## src/logic/aop_ctrl_map.vh

```
// Register indexes, field positions, reset values and timing counts
`ifndef AOP_CTRL_MAP_VH
`define AOP_CTRL_MAP_VH

// Register indexes; byte address is four times the index
`define AOP_IDX_STATUS 8'h01
`define AOP_IDX_POWER 8'h08
`define AOP_IDX_STAB 8'h09
`define AOP_IDX_OUTPUT 8'h14
`define AOP_IDX_LINK 8'h16

// Power register fields
`define AOP_PWR_MODE_LO 0
`define AOP_PWR_MODE_HI 1
`define AOP_PWR_PINFN 2
`define AOP_PWR_NORMAL 2'h0
`define AOP_PWR_FULL 2'h1
`define AOP_PWR_STANDBY 2'h2
`define AOP_PWR_RESET 3'h0

// Stabilizer register: bit 0 enables, on by default
`define AOP_STAB_EN 0
`define AOP_STAB_RESET 8'h01

// Output register fields
`define AOP_OUT_FMT_LO 0
`define AOP_OUT_FMT_HI 1
`define AOP_OUT_DIS 4
`define AOP_FMT_OFFSET 2'h0
`define AOP_FMT_TWOS 2'h1
`define AOP_FMT_GRAY 2'h2
`define AOP_OUT_RESET 8'h00

// Link register fields
`define AOP_LNK_LVDS 0
`define AOP_LNK_RSWING 1
`define AOP_LNK_INVERT 2
`define AOP_LNK_RESET 3'h0

// Status register fields
`define AOP_ST_PINMODE 0
`define AOP_ST_FULLPD 1
`define AOP_ST_STANDBY 2
`define AOP_ST_LVDS 3
`define AOP_ST_RSWING 4
`define AOP_ST_THREE 5
`define AOP_ST_OVR 6
`define AOP_ST_STAB 7

// Pipeline latency in sample clock cycles
`define AOP_LATENCY 12
`define AOP_DATA_W 16

`endif

```

## src/logic/aop_pipe.v

```verilog
// Fixed-latency delay line for converted words
`timescale 1ns/1ps
module aop_pipe #(
  parameter WIDTH = 17,
  parameter DEPTH = 12
) (
  input wire pclk, // System clock
  input wire presetn, // Asynchronous reset, active low
  input wire advance, // Shift one stage
  input wire [WIDTH-1:0] din, // Word entering the pipe
  output wire [WIDTH-1:0] dout // Word DEPTH advances old
);

  reg [WIDTH-1:0] stage_r [0:DEPTH-1];
  integer i;

  // ==========================================================
  // Shift chain
  always @(posedge pclk or negedge presetn)
  begin
    if (!presetn)
    begin
      for (i = 0; i < DEPTH; i = i + 1)
        stage_r[i] <= {WIDTH{1'b0}};
    end
    else if (advance)
    begin
      stage_r[0] <= din;
      for (i = 1; i < DEPTH; i = i + 1)
        stage_r[i] <= stage_r[i-1];
    end
  end

  assign dout = stage_r[DEPTH-1];

endmodule

```

## src/logic/aop_ctrl.v

```verilog
// Output port, power and coding control of a 16-bit converter back end
//
// The implementer's own choices: the APB register port and the placing of the registers.
`timescale 1ns/1ps
`include "aop_ctrl_map.vh"
module aop_ctrl #(
  parameter DW = `AOP_DATA_W,
  parameter LATENCY = `AOP_LATENCY
) (
  input wire pclk, // 50 MHz system clock
  input wire presetn, // Asynchronous reset, active low
  input wire psel, // APB select
  input wire penable, // APB enable
  input wire pwrite, // APB direction
  input wire [11:0] paddr, // APB byte address
  input wire [31:0] pwdata, // APB write data
  output reg [31:0] prdata, // APB read data
  output reg pready, // APB ready
  output reg pslverr, // APB error for unmapped address
  input wire sample_clk, // Sample clock pin
  input wire [DW-1:0] conv_word, // Core result, offset binary
  input wire conv_over_hi, // Core input above full scale
  input wire conv_over_lo, // Core input below full scale
  input wire power_down_pin, // Power-down pin
  input wire output_three_state_ctl, // Three-state pin, high disables
  input wire lvds_select_pin, // LVDS select pin
  input wire reduced_swing_select, // Reduced swing pin
  input wire format_select_pin, // Format pin in pin mode
  input wire stabilizer_select_pin, // Stabilizer pin in pin mode
  input wire serial_select_n, // Serial chip select, active low
  output reg [DW-1:0] data_out, // Output data bits
  output reg data_oe, // Data drivers enabled
  output reg over_range_out, // Over-range flag
  output reg data_capture_clock_out, // CMOS capture clock
  output reg dco_p, // LVDS capture clock, true
  output reg dco_n, // LVDS capture clock, complement
  output reg dco_oe, // Capture clock drivers enabled
  output reg lvds_mode, // LVDS drivers selected
  output reg reduced_swing, // Reduced swing drive selected
  output reg duty_cycle_stabilizer, // Stabilizer enable
  output reg clock_run, // Internal clock running
  output reg reference_on, // Reference and buffer powered
  output reg bias_on // Bias networks powered
);

  // ==========================================================
  // Functions
  function [DW-1:0] code_word;
    input [DW-1:0] ob;
    input [1:0] fmt;
    begin
      case (fmt)
        `AOP_FMT_TWOS: code_word = {~ob[DW-1], ob[DW-2:0]};
        `AOP_FMT_GRAY: code_word = ob ^ {1'b0, ob[DW-1:1]};
        default: code_word = ob;
      endcase
    end
  endfunction

  function [7:0] reg_index;
    input [11:0] addr;
    begin
      reg_index = addr[9:2];
    end
  endfunction

  // ==========================================================
  // Input synchronisers
  localparam NPIN = 7;
  // Select idles high; a low reset value would lock serial mode at once
  localparam [NPIN-1:0] PIN_IDLE = 7'h20;
  wire [NPIN-1:0] pin_raw;
  reg [NPIN-1:0] pin_s1_r;
  reg [NPIN-1:0] pin_s2_r;
  reg [DW+2:0] cw_s1_r;
  reg [DW+2:0] cw_s2_r;
  reg clk_prev_r;

  assign pin_raw = {sample_clk, serial_select_n, stabilizer_select_pin,
                    format_select_pin, reduced_swing_select,
                    lvds_select_pin, power_down_pin};

  always @(posedge pclk or negedge presetn)
  begin
    if (!presetn)
    begin
      pin_s1_r <= PIN_IDLE;
      pin_s2_r <= PIN_IDLE;
      cw_s1_r <= {(DW+3){1'b0}};
      cw_s2_r <= {(DW+3){1'b0}};
      clk_prev_r <= 1'b0;
    end
    else
    begin
      pin_s1_r <= pin_raw;
      pin_s2_r <= pin_s1_r;
      cw_s1_r <= {conv_over_hi, conv_over_lo, 1'b0, conv_word};
      cw_s2_r <= cw_s1_r;
      clk_prev_r <= pin_s2_r[6];
    end
  end

  wire pd_pin = pin_s2_r[0];
  wire lvds_pin = pin_s2_r[1];
  wire rs_pin = pin_s2_r[2];
  wire fmt_pin = pin_s2_r[3];
  wire stab_pin = pin_s2_r[4];
  wire csn_s = pin_s2_r[5];
  wire sclk_s = pin_s2_r[6];
  wire sclk_rise = sclk_s & ~clk_prev_r;
  wire sclk_fall = ~sclk_s & clk_prev_r;

  // ==========================================================
  // Pin mode versus serial mode
  reg pin_mode_r;
  reg mode_seen_r;

  always @(posedge pclk or negedge presetn)
  begin
    if (!presetn)
    begin
      pin_mode_r <= 1'b1;
      mode_seen_r <= 1'b0;
    end
    else
    begin
      mode_seen_r <= 1'b1;
      // Select seen low once locks serial mode for good
      if (mode_seen_r && !csn_s)
        pin_mode_r <= 1'b0;
    end
  end

  // ==========================================================
  // APB register file
  reg [2:0] pwr_r;
  reg [7:0] stab_r;
  reg [7:0] out_r;
  reg [2:0] link_r;
  reg [7:0] status_r;
  wire [7:0] idx = reg_index(paddr);
  wire access = psel & penable;
  wire wr_en = access & pready & pwrite;
  reg mapped;

  always @*
  begin
    case (idx)
      `AOP_IDX_STATUS, `AOP_IDX_POWER, `AOP_IDX_STAB,
      `AOP_IDX_OUTPUT, `AOP_IDX_LINK: mapped = (paddr[11:10] == 2'h0);
      default: mapped = 1'b0;
    endcase
  end

  always @(posedge pclk or negedge presetn)
  begin
    if (!presetn)
    begin
      pwr_r <= `AOP_PWR_RESET;
      stab_r <= `AOP_STAB_RESET;
      out_r <= `AOP_OUT_RESET;
      link_r <= `AOP_LNK_RESET;
    end
    else if (wr_en && mapped)
    begin
      case (idx)
        `AOP_IDX_POWER: pwr_r <= pwdata[2:0];
        `AOP_IDX_STAB: stab_r <= pwdata[7:0];
        `AOP_IDX_OUTPUT: out_r <= pwdata[7:0];
        `AOP_IDX_LINK: link_r <= pwdata[2:0];
        default: ;
      endcase
    end
  end

  // One wait state: ready rises in the second access cycle
  always @(posedge pclk or negedge presetn)
  begin
    if (!presetn)
    begin
      pready <= 1'b0;
      pslverr <= 1'b0;
      prdata <= 32'h0;
    end
    else
    begin
      pready <= access & ~pready;
      pslverr <= access & ~pready & ~mapped;
      prdata <= 32'h0;
      if (access && !pready && !pwrite)
      begin
        case (idx)
          `AOP_IDX_STATUS: prdata <= {24'h0, status_r};
          `AOP_IDX_POWER: prdata <= {29'h0, pwr_r};
          `AOP_IDX_STAB: prdata <= {24'h0, stab_r};
          `AOP_IDX_OUTPUT: prdata <= {24'h0, out_r};
          `AOP_IDX_LINK: prdata <= {29'h0, link_r};
          default: prdata <= 32'h0;
        endcase
      end
    end
  end

  // ==========================================================
  // Effective controls
  wire ser = ~pin_mode_r;
  wire [1:0] pmode = pwr_r[`AOP_PWR_MODE_HI:`AOP_PWR_MODE_LO];
  wire pin_to_sb = ser & pwr_r[`AOP_PWR_PINFN];
  // Pin low with no register request returns to normal
  wire full_pd = (pd_pin & ~pin_to_sb) |
                 (ser & (pmode == `AOP_PWR_FULL));
  wire standby = ~full_pd & ((pd_pin & pin_to_sb) |
                 (ser & (pmode == `AOP_PWR_STANDBY)));
  wire lvds_eff = lvds_pin | (ser & link_r[`AOP_LNK_LVDS]);
  wire rs_eff = lvds_eff & (rs_pin |
                (ser & link_r[`AOP_LNK_RSWING]));
  wire inv_eff = ser & link_r[`AOP_LNK_INVERT] & ~lvds_eff;
  wire output_three_state_sync;
  wire three = output_three_state_sync | full_pd | standby |
               (ser & out_r[`AOP_OUT_DIS]);
  wire [1:0] fmt_eff = ser ? out_r[`AOP_OUT_FMT_HI:`AOP_OUT_FMT_LO] :
                       (fmt_pin ? `AOP_FMT_TWOS :
                        `AOP_FMT_OFFSET);
  wire stab_eff = ser ? stab_r[`AOP_STAB_EN] : stab_pin;
  wire running = ~full_pd & ~standby;

  // Three-state pin gets its own synchroniser pair
  reg oeb_s1_r;
  reg oeb_s2_r;
  always @(posedge pclk or negedge presetn)
  begin
    if (!presetn)
    begin
      oeb_s1_r <= 1'b1;
      oeb_s2_r <= 1'b1;
    end
    else
    begin
      oeb_s1_r <= output_three_state_ctl;
      oeb_s2_r <= oeb_s1_r;
    end
  end
  assign output_three_state_sync = oeb_s2_r;

  // ==========================================================
  // Coding and saturation
  wire over_any = cw_s2_r[DW+2] | cw_s2_r[DW+1];
  wire [DW-1:0] sat_ob = cw_s2_r[DW+2] ? {DW{1'b1}} :
                         cw_s2_r[DW+1] ? {DW{1'b0}} :
                         cw_s2_r[DW-1:0];
  wire [DW:0] coded = {over_any, code_word(sat_ob, fmt_eff)};
  wire [DW:0] delayed;

  // Stopped internal clock freezes the pipe
  aop_pipe #(
    .WIDTH(DW+1),
    .DEPTH(LATENCY)
  ) u_pipe (
    .pclk(pclk),
    .presetn(presetn),
    .advance(sclk_rise & running),
    .din(coded),
    .dout(delayed)
  );

  // ==========================================================
  // Output port
  reg [DW-1:0] hold_r;
  integer b;

  always @(posedge pclk or negedge presetn)
  begin
    if (!presetn)
    begin
      data_out <= {DW{1'b0}};
      hold_r <= {DW{1'b0}};
      over_range_out <= 1'b0;
      data_oe <= 1'b0;
      dco_oe <= 1'b0;
      data_capture_clock_out <= 1'b0;
      dco_p <= 1'b0;
      dco_n <= 1'b1;
    end
    else
    begin
      data_oe <= ~three;
      dco_oe <= ~three;
      if (running)
      begin
        // CMOS clock falls as data moves, so its rise sits mid-eye
        data_capture_clock_out <= lvds_eff ? 1'b0 :
                                  (~sclk_s ^ inv_eff);
        dco_p <= lvds_eff & sclk_s;
        dco_n <= ~(lvds_eff & sclk_s);
      end
      if (running && sclk_rise)
      begin
        hold_r <= delayed[DW-1:0];
        over_range_out <= delayed[DW];
        if (lvds_eff)
        begin
          // Odd bits land on the rising edge
          for (b = 1; b < DW; b = b + 2)
            data_out[b] <= delayed[b];
        end
        else
          data_out <= delayed[DW-1:0];
      end
      if (running && sclk_fall && lvds_eff)
      begin
        // Even bits half a cycle later, hence 12.5
        for (b = 0; b < DW; b = b + 2)
          data_out[b] <= hold_r[b];
      end
    end
  end

  // ==========================================================
  // Mode and power outputs, status
  always @(posedge pclk or negedge presetn)
  begin
    if (!presetn)
    begin
      lvds_mode <= 1'b0;
      reduced_swing <= 1'b0;
      duty_cycle_stabilizer <= 1'b1;
      clock_run <= 1'b1;
      reference_on <= 1'b1;
      bias_on <= 1'b1;
      status_r <= 8'h00;
    end
    else
    begin
      lvds_mode <= lvds_eff;
      reduced_swing <= rs_eff;
      duty_cycle_stabilizer <= stab_eff;
      clock_run <= running;
      reference_on <= ~full_pd;
      bias_on <= running;
      status_r <= {stab_eff, over_range_out, three, rs_eff, lvds_eff,
                   standby, full_pd, pin_mode_r};
    end
  end

endmodule

```

## config.mk

```make
export PLATFORM = sky130hd
export DESIGN_NAME = aop_ctrl
export DESIGN_NICKNAME = d
export VERILOG_FILES = /design/src/logic/aop_pipe.v /design/src/logic/aop_ctrl.v
export VERILOG_INCLUDE_DIRS = /design/src /design/src/logic
export SDC_FILE = /design/constraint.sdc
export NUM_CORES = 1
export LEC_CHECK = 0
export CORE_UTILIZATION = 55
export CTS_BUF_LIST = sky130_fd_sc_hd__clkbuf_4 sky130_fd_sc_hd__clkbuf_8 sky130_fd_sc_hd__clkbuf_16
export CTS_CLUSTER_DIAMETER = 100
export CTS_CLUSTER_SIZE = 40
export DETAILED_ROUTE_END_ITERATION = 6
export DONT_BUFFER_PORTS = 1
export PLACE_DENSITY = 0.81
export RECOVER_POWER = 50
export SLEW_MARGIN = 20
export SYNTH_ARGS = -nofsm -noshare
export SYNTH_HDL_FRONTEND = slang
export SYNTH_SLANG_ARGS = --single-unit
```

## constraint.sdc

```tcl
create_clock -name pclk -period 3 [get_ports pclk]
set_input_delay 0.45 -clock pclk [delete_from_list [all_inputs] [get_ports pclk]]
set_output_delay 0.45 -clock pclk [all_outputs]
set_load 0.02 [all_outputs]
```

* Word level (Yosys, flattened, before mapping) *
Index checks and enable logic that the tools add are counted.
W data, S select, Z words.

word-level totals
  output and inout bits = 62
  bits in registers = 364
  bits of input ports = 75
  logic and storage cells = 141

cells by class
  reductions and logical operators = 18
  mux-type cells = 27
  bitwise gates (word level) = 44
  eq/ne operators = 10

operators with widths
  kind                  count
  $pmux W8 S5           1
  $mux W16              2
  $pmux W16 S2          1
  $and A1 B1 Y1         22
  $mux W1               20
  $eq A8 B4 Y1 const B  2
  $eq A8 B5 Y1 const B  2
  $xor A16 B15 Y16      1
  $mux W15              1
  $not A1 Y1            12
  $reduce_and A2 Y1     5
  $eq A8 B1 Y1 const B  1
  $mux W8               1
  $or A1 B1 Y1          8
  $logic_and A1 B1 Y1   7
  $reduce_or A5 Y1      1
  $eq A2 B1 Y1 const B  2
  $eq A2 B2 Y1 const B  2
  $logic_not A1 Y1      3
  $logic_not A2 Y1      1
  $mux W2               1
  $ne A2 B1 Y1 const B  1
  $reduce_bool A2 Y1    1
  $xor A1 B1 Y1         1

* Depth between registers and ports, before layout *
Gate-level depths: netlist (run 1).

  word-level depth = 13
  depth in mapped cells = 11
  gate-level depth less buffers = 8

* Hierarchy *
Synthesis (run 1) repeated with hierarchy kept, for this count alone.

second synthesis, totals
  cells, all modules = 864
  area total of the unflattened synthesis = 13665.6 um2

by module, submodules not included
  module    seq. area each (um2)  cells each  instances  area an instance (um2)
  aop_pipe  5104.9                448         1          8364.3
  aop_ctrl  3190.6                416         1          5301.3

* Worst setup path before layout (run 1) *
No wires, ideal clock.

  path type = reg2reg
  start = register pin_mode_r
  end = register u_pipe.stage_r[192] (netlist bit)
  stages on the path, launching flop included = 12
  path buffers = 4
  library setup time = 0.121 ns
  required time = 2.879 ns
  slack = 0.389 ns
  arrival = 2.490 ns
  path through = dfstp_2 > clkbuf_1 > mux2i_1 > inv_1 > ha_1 > clkbuf_1 > or2_2 > clkbuf_1 > nand2_1 > nand2_1 > clkbuf_1 > o22a_1

between the ends
  cells in the longest elaborated chain, start to end = 10

ends and longest elaborated chain
  element                        RTL line                        text
  start, declared                aop_ctrl.v:115                  reg pin_mode_r;
  start signal, assigned         aop_ctrl.v:122                  pin_mode_r <= 1'b1;
  start signal, assigned         aop_ctrl.v:130                  pin_mode_r <= 1'b0;
  $not A1 Y1                     aop_ctrl.v:206                  wire ser = ~pin_mode_r;
  $and A1 B1 Y1                  aop_ctrl.v:208                  wire pin_to_sb = ser & pwr_r[`AOP_PWR_PINFN];
  $not A1 Y1                     aop_ctrl.v:210                  wire full_pd = (pd_pin & ~pin_to_sb) |
  $and A1 B1 Y1                  aop_ctrl.v:210
  $or A1 B1 Y1                   aop_ctrl.v:210
  $not A1 Y1                     aop_ctrl.v:212, aop_ctrl.v:225
  $and A1 B1 Y1                  aop_ctrl.v:212                  wire standby = ~full_pd & ((pd_pin & pin_to_sb) |
  $not A1 Y1                     aop_ctrl.v:225                  wire running = ~full_pd & ~standby;
  $and A1 B1 Y1                  aop_ctrl.v:225
  $and A1 B1 Y1                  aop_ctrl.v:261                  .advance(sclk_rise & running),
  end signal, assigned by index  aop_pipe.v:24                   stage_r[i] <= {WIDTH{1'b0}};
  end signal, assigned by index  aop_pipe.v:30                   stage_r[i] <= stage_r[i-1];
  end, declared                  aop_pipe.v:14                   reg [WIDTH-1:0] stage_r [0:DEPTH-1];

Parallel ways exist; a longest one is shown, timed or not.
A chain may end at the register's enable or synchronous reset.

* Final worst setup path (run 1) *
  start = register pin_mode_r
  end = register u_pipe.stage_r[194] (netlist bit)

The elaborated chain is that of the path after synthesis.

==> results.toml, run 1 <==
[run_status]
outcome = "finished, violations left"
violations = "hold timing"

[detailed_routing]
post-route-drc-count = 0
wire_per_inst_um = 15.4
drt_wl_total_um = 17800
initialDrtViolationCount = 479
drtPass1Iterations = 5
viasPerCell = 5.40
ant_nets = 0
routed-via-count = 6245

[clock_tree]
post-cts-setup-buffer-count = 0
numCtsBuffers = 12
htree_levels = 1
cts.sinks = 331
cts-root-buf = "clkbuf_16"
tritoncts = "built"
clkLatencyLatePin_ns = 0.51
ctsResizeCount = 0
cts_buffer_depth = 3
clk_pin_slew_worst_paths_ns = 0.14
hold_buffers = 26

[die]
core_area_um2 = 22600
io_pins = 137
die_height_um = 154
dieArea_um2 = 23700
rows = 55
fp.dieW_um = 154
initial_core_util_pct = 56.2

[power_and_ir_drop]
pwr-share-seq_pct = 63.9
p_leak_uw = 0.00612
clkPwrFrac_pct = 24.2
max-vdd-ir-drop_mv = 0.513
p_switching_uw = 2100
p_sw_share_pct = 22.6
p_int_uw = 7210
p_comb_share_pct = 11.9
power_density_nw_per_um2 = 689

[sta]
timing.clock.skew_ns = 0.0369
fin_crit_ns = 2.66
hold_ws_ns = -0.350
slew_violations = 0
rsz0062_at_grt = "no"
max_freq_mhz = 375
min_period_over_period_pct = 88.8
setup_viol = 0
tightestPinTransition_ns = 0.805
slew_headroom_pct = 46.4
setup_tns_ns = 0
finalHoldViolations = 327

[finish]
final_cell_area_um2 = 13500
fin_nets = 943
area_growth_pct = 6.37
final_layout_size_suffix_gt1_share_pct = 31.7
antennaDiodeCount = 0

[placed_design]
routabilityCongestion = 0.838
port_buffers = 0
place_area_um2 = 12800
dp_hpwl_um = 10900

[critical_path]
r2r_slack_ns = 0.34
critical_path_arrival_ns = 3.03
critical-path-max-stage-delay_ns = 0.66
setup.worst_path.end_class = "flop"
reg2reg_to = "u_pipe.stage_r[194]"
cp-startpoint = "pin_mode_r"
critPathMaxFanout = 16
cp-start-kind = "flop"
path_cells = "mux2i_1 -> inv_1 -> ha_1 -> or2_2 -> nand2_1 -> nand2_1 -> o22a_1"
cpMaxStageDelayCell = "dfstp_2"
cp.required_ns = 3.37
crit_top_cell = "nand2_1"
endpoint = "u_pipe.stage_r[194]"
cp_num_buf_inv = 1
cpLargestDelayFamily = "simple AND/OR/NAND/NOR gates"
crit-reg2reg-launch = "pin_mode_r"
r2r_cells = 7
critPathKind = "reg -> reg"
cp.depth = 7

[synth]
synth_top_cell_by_area = "dfrtp_1"
ys_types = 50
yosys-top-cells-area = "dfrtp_1 63%, mux2_2 20%, dfstp_2 2.1%, buf_4 1.9%, o22a_1 1.0%"
synth_top_flop_cell = "dfrtp_1"
async_flop_share_pct = 100
synth_cells = 867
syn_area_um2 = 12700
ys_seq_elements = 331
synth_edf_count = 0
seq_area_frac_synth_pct = 65.2
syn_area_per_cell_um2 = 14.7
yosysWarningCount = 0
synth.top_cell.area_share_pct = 63.2

[global_routing]
grt_pass1_wl_um = 30600
antenna_found_initial = 0
grt-ovfl-total = 0
grt_pass1_vias = 6120
grt_start_max_net_pins = 332
grtUsageTotal_pct = 15.6

[job]
drv_cap = 0

[hold_path]
hold_class = "in -> async"
==> state kept, by name, summed over array words and instances, names as in the netlist, 3 cells and up <==
signal	flops
status_r	8
link_r	3
cw_s1_r	18
pin_s2_r	7
pin_s1_r	7
u_pipe.dout	17
pwr_r	3
prdata	8
cw_s2_r	18
data_out	16
out_r	8
hold_r	8
u_pipe.stage_r	187
stab_r	8
==> cell type report <==
type                       count  area (µm²)
clock inverter                 2        60.1
inverter                      28         105
fill                        1666        9110
timing repair buffer          35         365
sequential                   331        8300
tap                          285         357
multi-input combinational    458        3970
clock buffer                  18         369
==> synth_stat cells, types with 2 or more instances <==
cell type,number
o22a_1,15
o221ai_1,8
o21a_1,2
a21oi_1,22
conb_1,2
buf_2,24
nor3b_1,16
ha_1,2
nor3_1,3
mux2_4,8
clkbuf_1,14
inv_1,28
dfrtp_1,321
a222oi_1,3
o21ai_0,26
nand3_1,9
dfstp_2,10
a22oi_1,5
and3_1,2
nor2_1,16
nor2b_1,19
nand2_1,30
buf_4,33
or2_2,2
mux2_2,221
nand2b_1,2
==> worst min-delay path by stage <==
stage / startpoint / endpoint / slack [ns] / cells after the start
5_1_grt: presetn / cw_s1_r[14] / -0.39 / 0
6_report: presetn / cw_s1_r[14] / -0.35 / 0
2_1_floorplan: presetn / clk_prev_r / 0.15 / 0
3_3_place_gp: presetn / cw_s1_r[0] / 0.17 / 0
3_5_place_dp: presetn / cw_s1_r[1] / 0.17 / 0
4_1_cts: presetn / cw_s1_r[14] / -0.38 / 0
==> metal layers <==
metal	track usage (%)	up-vias	share of wire (%)
li1	-	2944	-
met1	23.1	3160	48
met2	24.4	120	46
met3	2.40	21	3.9
met4	3.76	0	1.6
met5	0	-	0
==> layout by cell type, fill, tap and decap left out, types with 3 or more instances in the layout <==
master / count
nor3_1: 3
clkbuf_4: 4
dfrtp_1: 321
a22oi_1: 5
dlygate4sd3_1: 26
nor3b_1: 16
clkbuf_16: 13
nand2_1: 30
conb_1: 25
nor2_1: 16
a21oi_1: 22
o22a_1: 15
buf_12: 3
buf_4: 6
inv_1: 28
dfstp_2: 10
nand3_1: 9
o221ai_1: 8
mux2_2: 221
o21ai_0: 26
nor2b_1: 19
mux2_4: 8
a222oi_1: 3
==> power groups by stage <==
stage / clock (µW) / combinational, µW / sequential, µW
global placement: 0 / 1030 / 6000
CTS: 2340 / 1130 / 5960
global route: 2470 / 1220 / 6090
detailed placement: 0 / 1090 / 6060
floorplan: 0 / 1030 / 5850
finish: 2260 / 1110 / 5950
==> stage by stage <==
| stage | total power, µW | utilization (%) | worst slack (ns) | std cells | hold WS [ns] |
|---|---|---|---|---|---|
| 2_1_floorplan | 6890 | - | 0.389 | 890 | 0.154 |
| 3_3_place_gp | 7030 | 56.7 | 0.441 | 1111 | 0.174 |
| 3_5_place_dp | 7150 | 56.7 | 0.385 | 1111 | 0.174 |
| 4_1_cts | 9430 | 59.7 | 0.337 | 1157 | -0.381 |
| 5_1_grt | 9790 | 59.7 | 0.184 | 1157 | -0.389 |
| 6_report | 9320 | 59.7 | 0.337 | 1157 | -0.350 |
==> kinds of logic (layout without fill, tap and decap cells) <==
family,count (synthesis),in the layout,share of synthesized area [%]
xor+xnor,2,2,0.138
fa+ha+maj,2,2,0.197
flops,331,331,65.2
compound gates,89,89,4.69
other cells,2,25,0.0591
mux,230,230,20.6
buf+inv,101,83,4.25
simple gates,110,110,4.83
No activity file was read; power rests on OpenSTA's default activity.
==> inputs of run 2 (changes only) <==
Settings changed: REMOVE_ABC_BUFFERS set to 1.
==> results.toml, run 2 (same netlist as run 1, synthesis figures left out) <==
[power_and_ir_drop]
p_leak_uw = 0.00611
max-vdd-ir-drop_mv = 0.651
power_density_nw_per_um2 = 686

[sta]
tightestPinTransition_ns = 0.848
slew_headroom_pct = 43.5
rsz0062_at_grt = "no"
hold_ws_ns = -0.346
fin_ws_ns = 0.477
timing.clock.skew_ns = 0.0191
finalHoldViolations = 321
setup_viol = 0
slew_violations = 0
min_period_over_period_pct = 84.1
fin_crit_ns = 2.52
max_freq_mhz = 396

[finish]
top_register = "u_pipe.stage_r"
antennaDiodeCount = 0
top_regs = "u_pipe.stage_r (187), cw_s1_r (18), cw_s2_r (18)"
final_cell_area_um2 = 13500
fillerInstances = 1660
seq_area_um2 = 8300
fin_nets = 944
final_cell_mix = "321 x dfrtp_1, 221 x mux2_2, 30 x nand2_1, 28 x inv_1"
final_layout_size_suffix_gt1_share_pct = 31.6
multi_input_area_um2 = 3970
area_growth_pct = 6.19
largest_reg_flops = 187
layout_commonest_cell = "dfrtp_1"

[critical_path]
cp-start-kind = "flop"
crit-reg2reg-launch = "pin_mode_r"
cp.required_ns = 3.38
setup.worst_path.end_class = "flop"
r2r_slack_ns = 0.48
reg2reg_to = "u_pipe.stage_r[201]"
critPathMaxFanout = 16
r2r_cells = 7
critPathKind = "reg -> reg"
critical_path_arrival_ns = 2.91

[clock_tree]
cts.sinks = 331
ctsResizeCount = 0
clk_pin_slew_worst_paths_ns = 0.13
hold_buffers = 26
cts_buffer_depth = 3
numCtsBuffers = 12
htree_levels = 1
clkLatencyLatePin_ns = 0.50
tritoncts = "built"
post-cts-setup-buffer-count = 0
cts-root-buf = "clkbuf_16"

[die]
io_pins = 137
dieArea_um2 = 23700
die_height_um = 154
core_area_um2 = 22600
rows = 55
fp.dieW_um = 154
initial_core_util_pct = 56.2

[run_status]
outcome = "finished, violations left"
violations = "hold timing"

[detailed_routing]
initialDrtViolationCount = 384
drt_wl_total_um = 17600
post-route-drc-count = 0
ant_nets = 0
drtPass1Iterations = 4
viasPerCell = 5.41
routed-via-count = 6256
wire_per_inst_um = 15.3

[hold_path]
hold_class = "in -> async"

[global_routing]
grt_pass1_wl_um = 31000
grtUsageTotal_pct = 15.8
grt-ovfl-total = 0
grt_pass1_vias = 6294
grtUsageMet1_pct = 22.9
met3_usage_pct = 2.40
grt_start_max_net_pins = 332
top_usage_layer = "met2"
use_met2_pct = 25.3
antenna_found_initial = 0

[placed_design]
dp_hpwl_um = 11000
port_buffers = 0
routabilityCongestion = 0.815
place_area_um2 = 12800
pre_cts_ws_ns = 0.492

[job]
drv_cap = 0
[run 2: critical path, stage by stage, from the launching register on]
cell and delay [ns]:
dfstp_2 0.57, mux2i_1 0.35, inv_1 0.08, ha_1 0.29, or2_2 0.41, nand2_1 0.12, nand2_1 0.30, o22a_1 0.30
[run 2: where the power goes]
part / internal [µW] / leakage [µW] / switching (µW)
clock: 931 / 0.000198 / 1270
combinational: 788 / 0.00178 / 327
sequential: 5440 / 0.00414 / 503
[run 2: layer usage]
metal	part of all wire, %	routed length [µm]
met1	48	8410
met2	48	8490
met3	3.0	526
met4	1.2	216
met5	0	0
[run 2: layout make-up]
type / instances / share of cell area [%]
clock buffers: 15 / 2.52
clock inverters: 3 / 0.436
inverters: 28 / 0.778
multi-input cells: 458 / 29.4
flip-flops and latches: 331 / 61.4
well taps: 285 / 2.64
repair buffers: 36 / 2.76
[run 2: worst max path at each step]
stage	slack [ns]	cells after the start	startpoint	end
after floorplan	-9.66	4	pin_mode_r	u_pipe.stage_r[187]
after global placement	0.53	4	paddr[7]	out_r[1]
after detailed placement	0.49	7	pin_mode_r	u_pipe.stage_r[201]
after CTS	0.46	7	pin_mode_r	u_pipe.stage_r[201]
after global routing	0.35	7	pin_mode_r	u_pipe.stage_r[201]
final	0.48	7	pin_mode_r	u_pipe.stage_r[201]
[run 2: per-stage QoR]
step,total power (µW),util (%),TNS (ns),std cells
after floorplan,6890,-,-1711.13,817
after global placement,7020,56.7,0,1112
after detailed placement,7150,56.7,0,1112
after CTS,9380,59.6,0,1156
after global routing,9780,59.6,0,1156
final,9270,59.6,0,1156
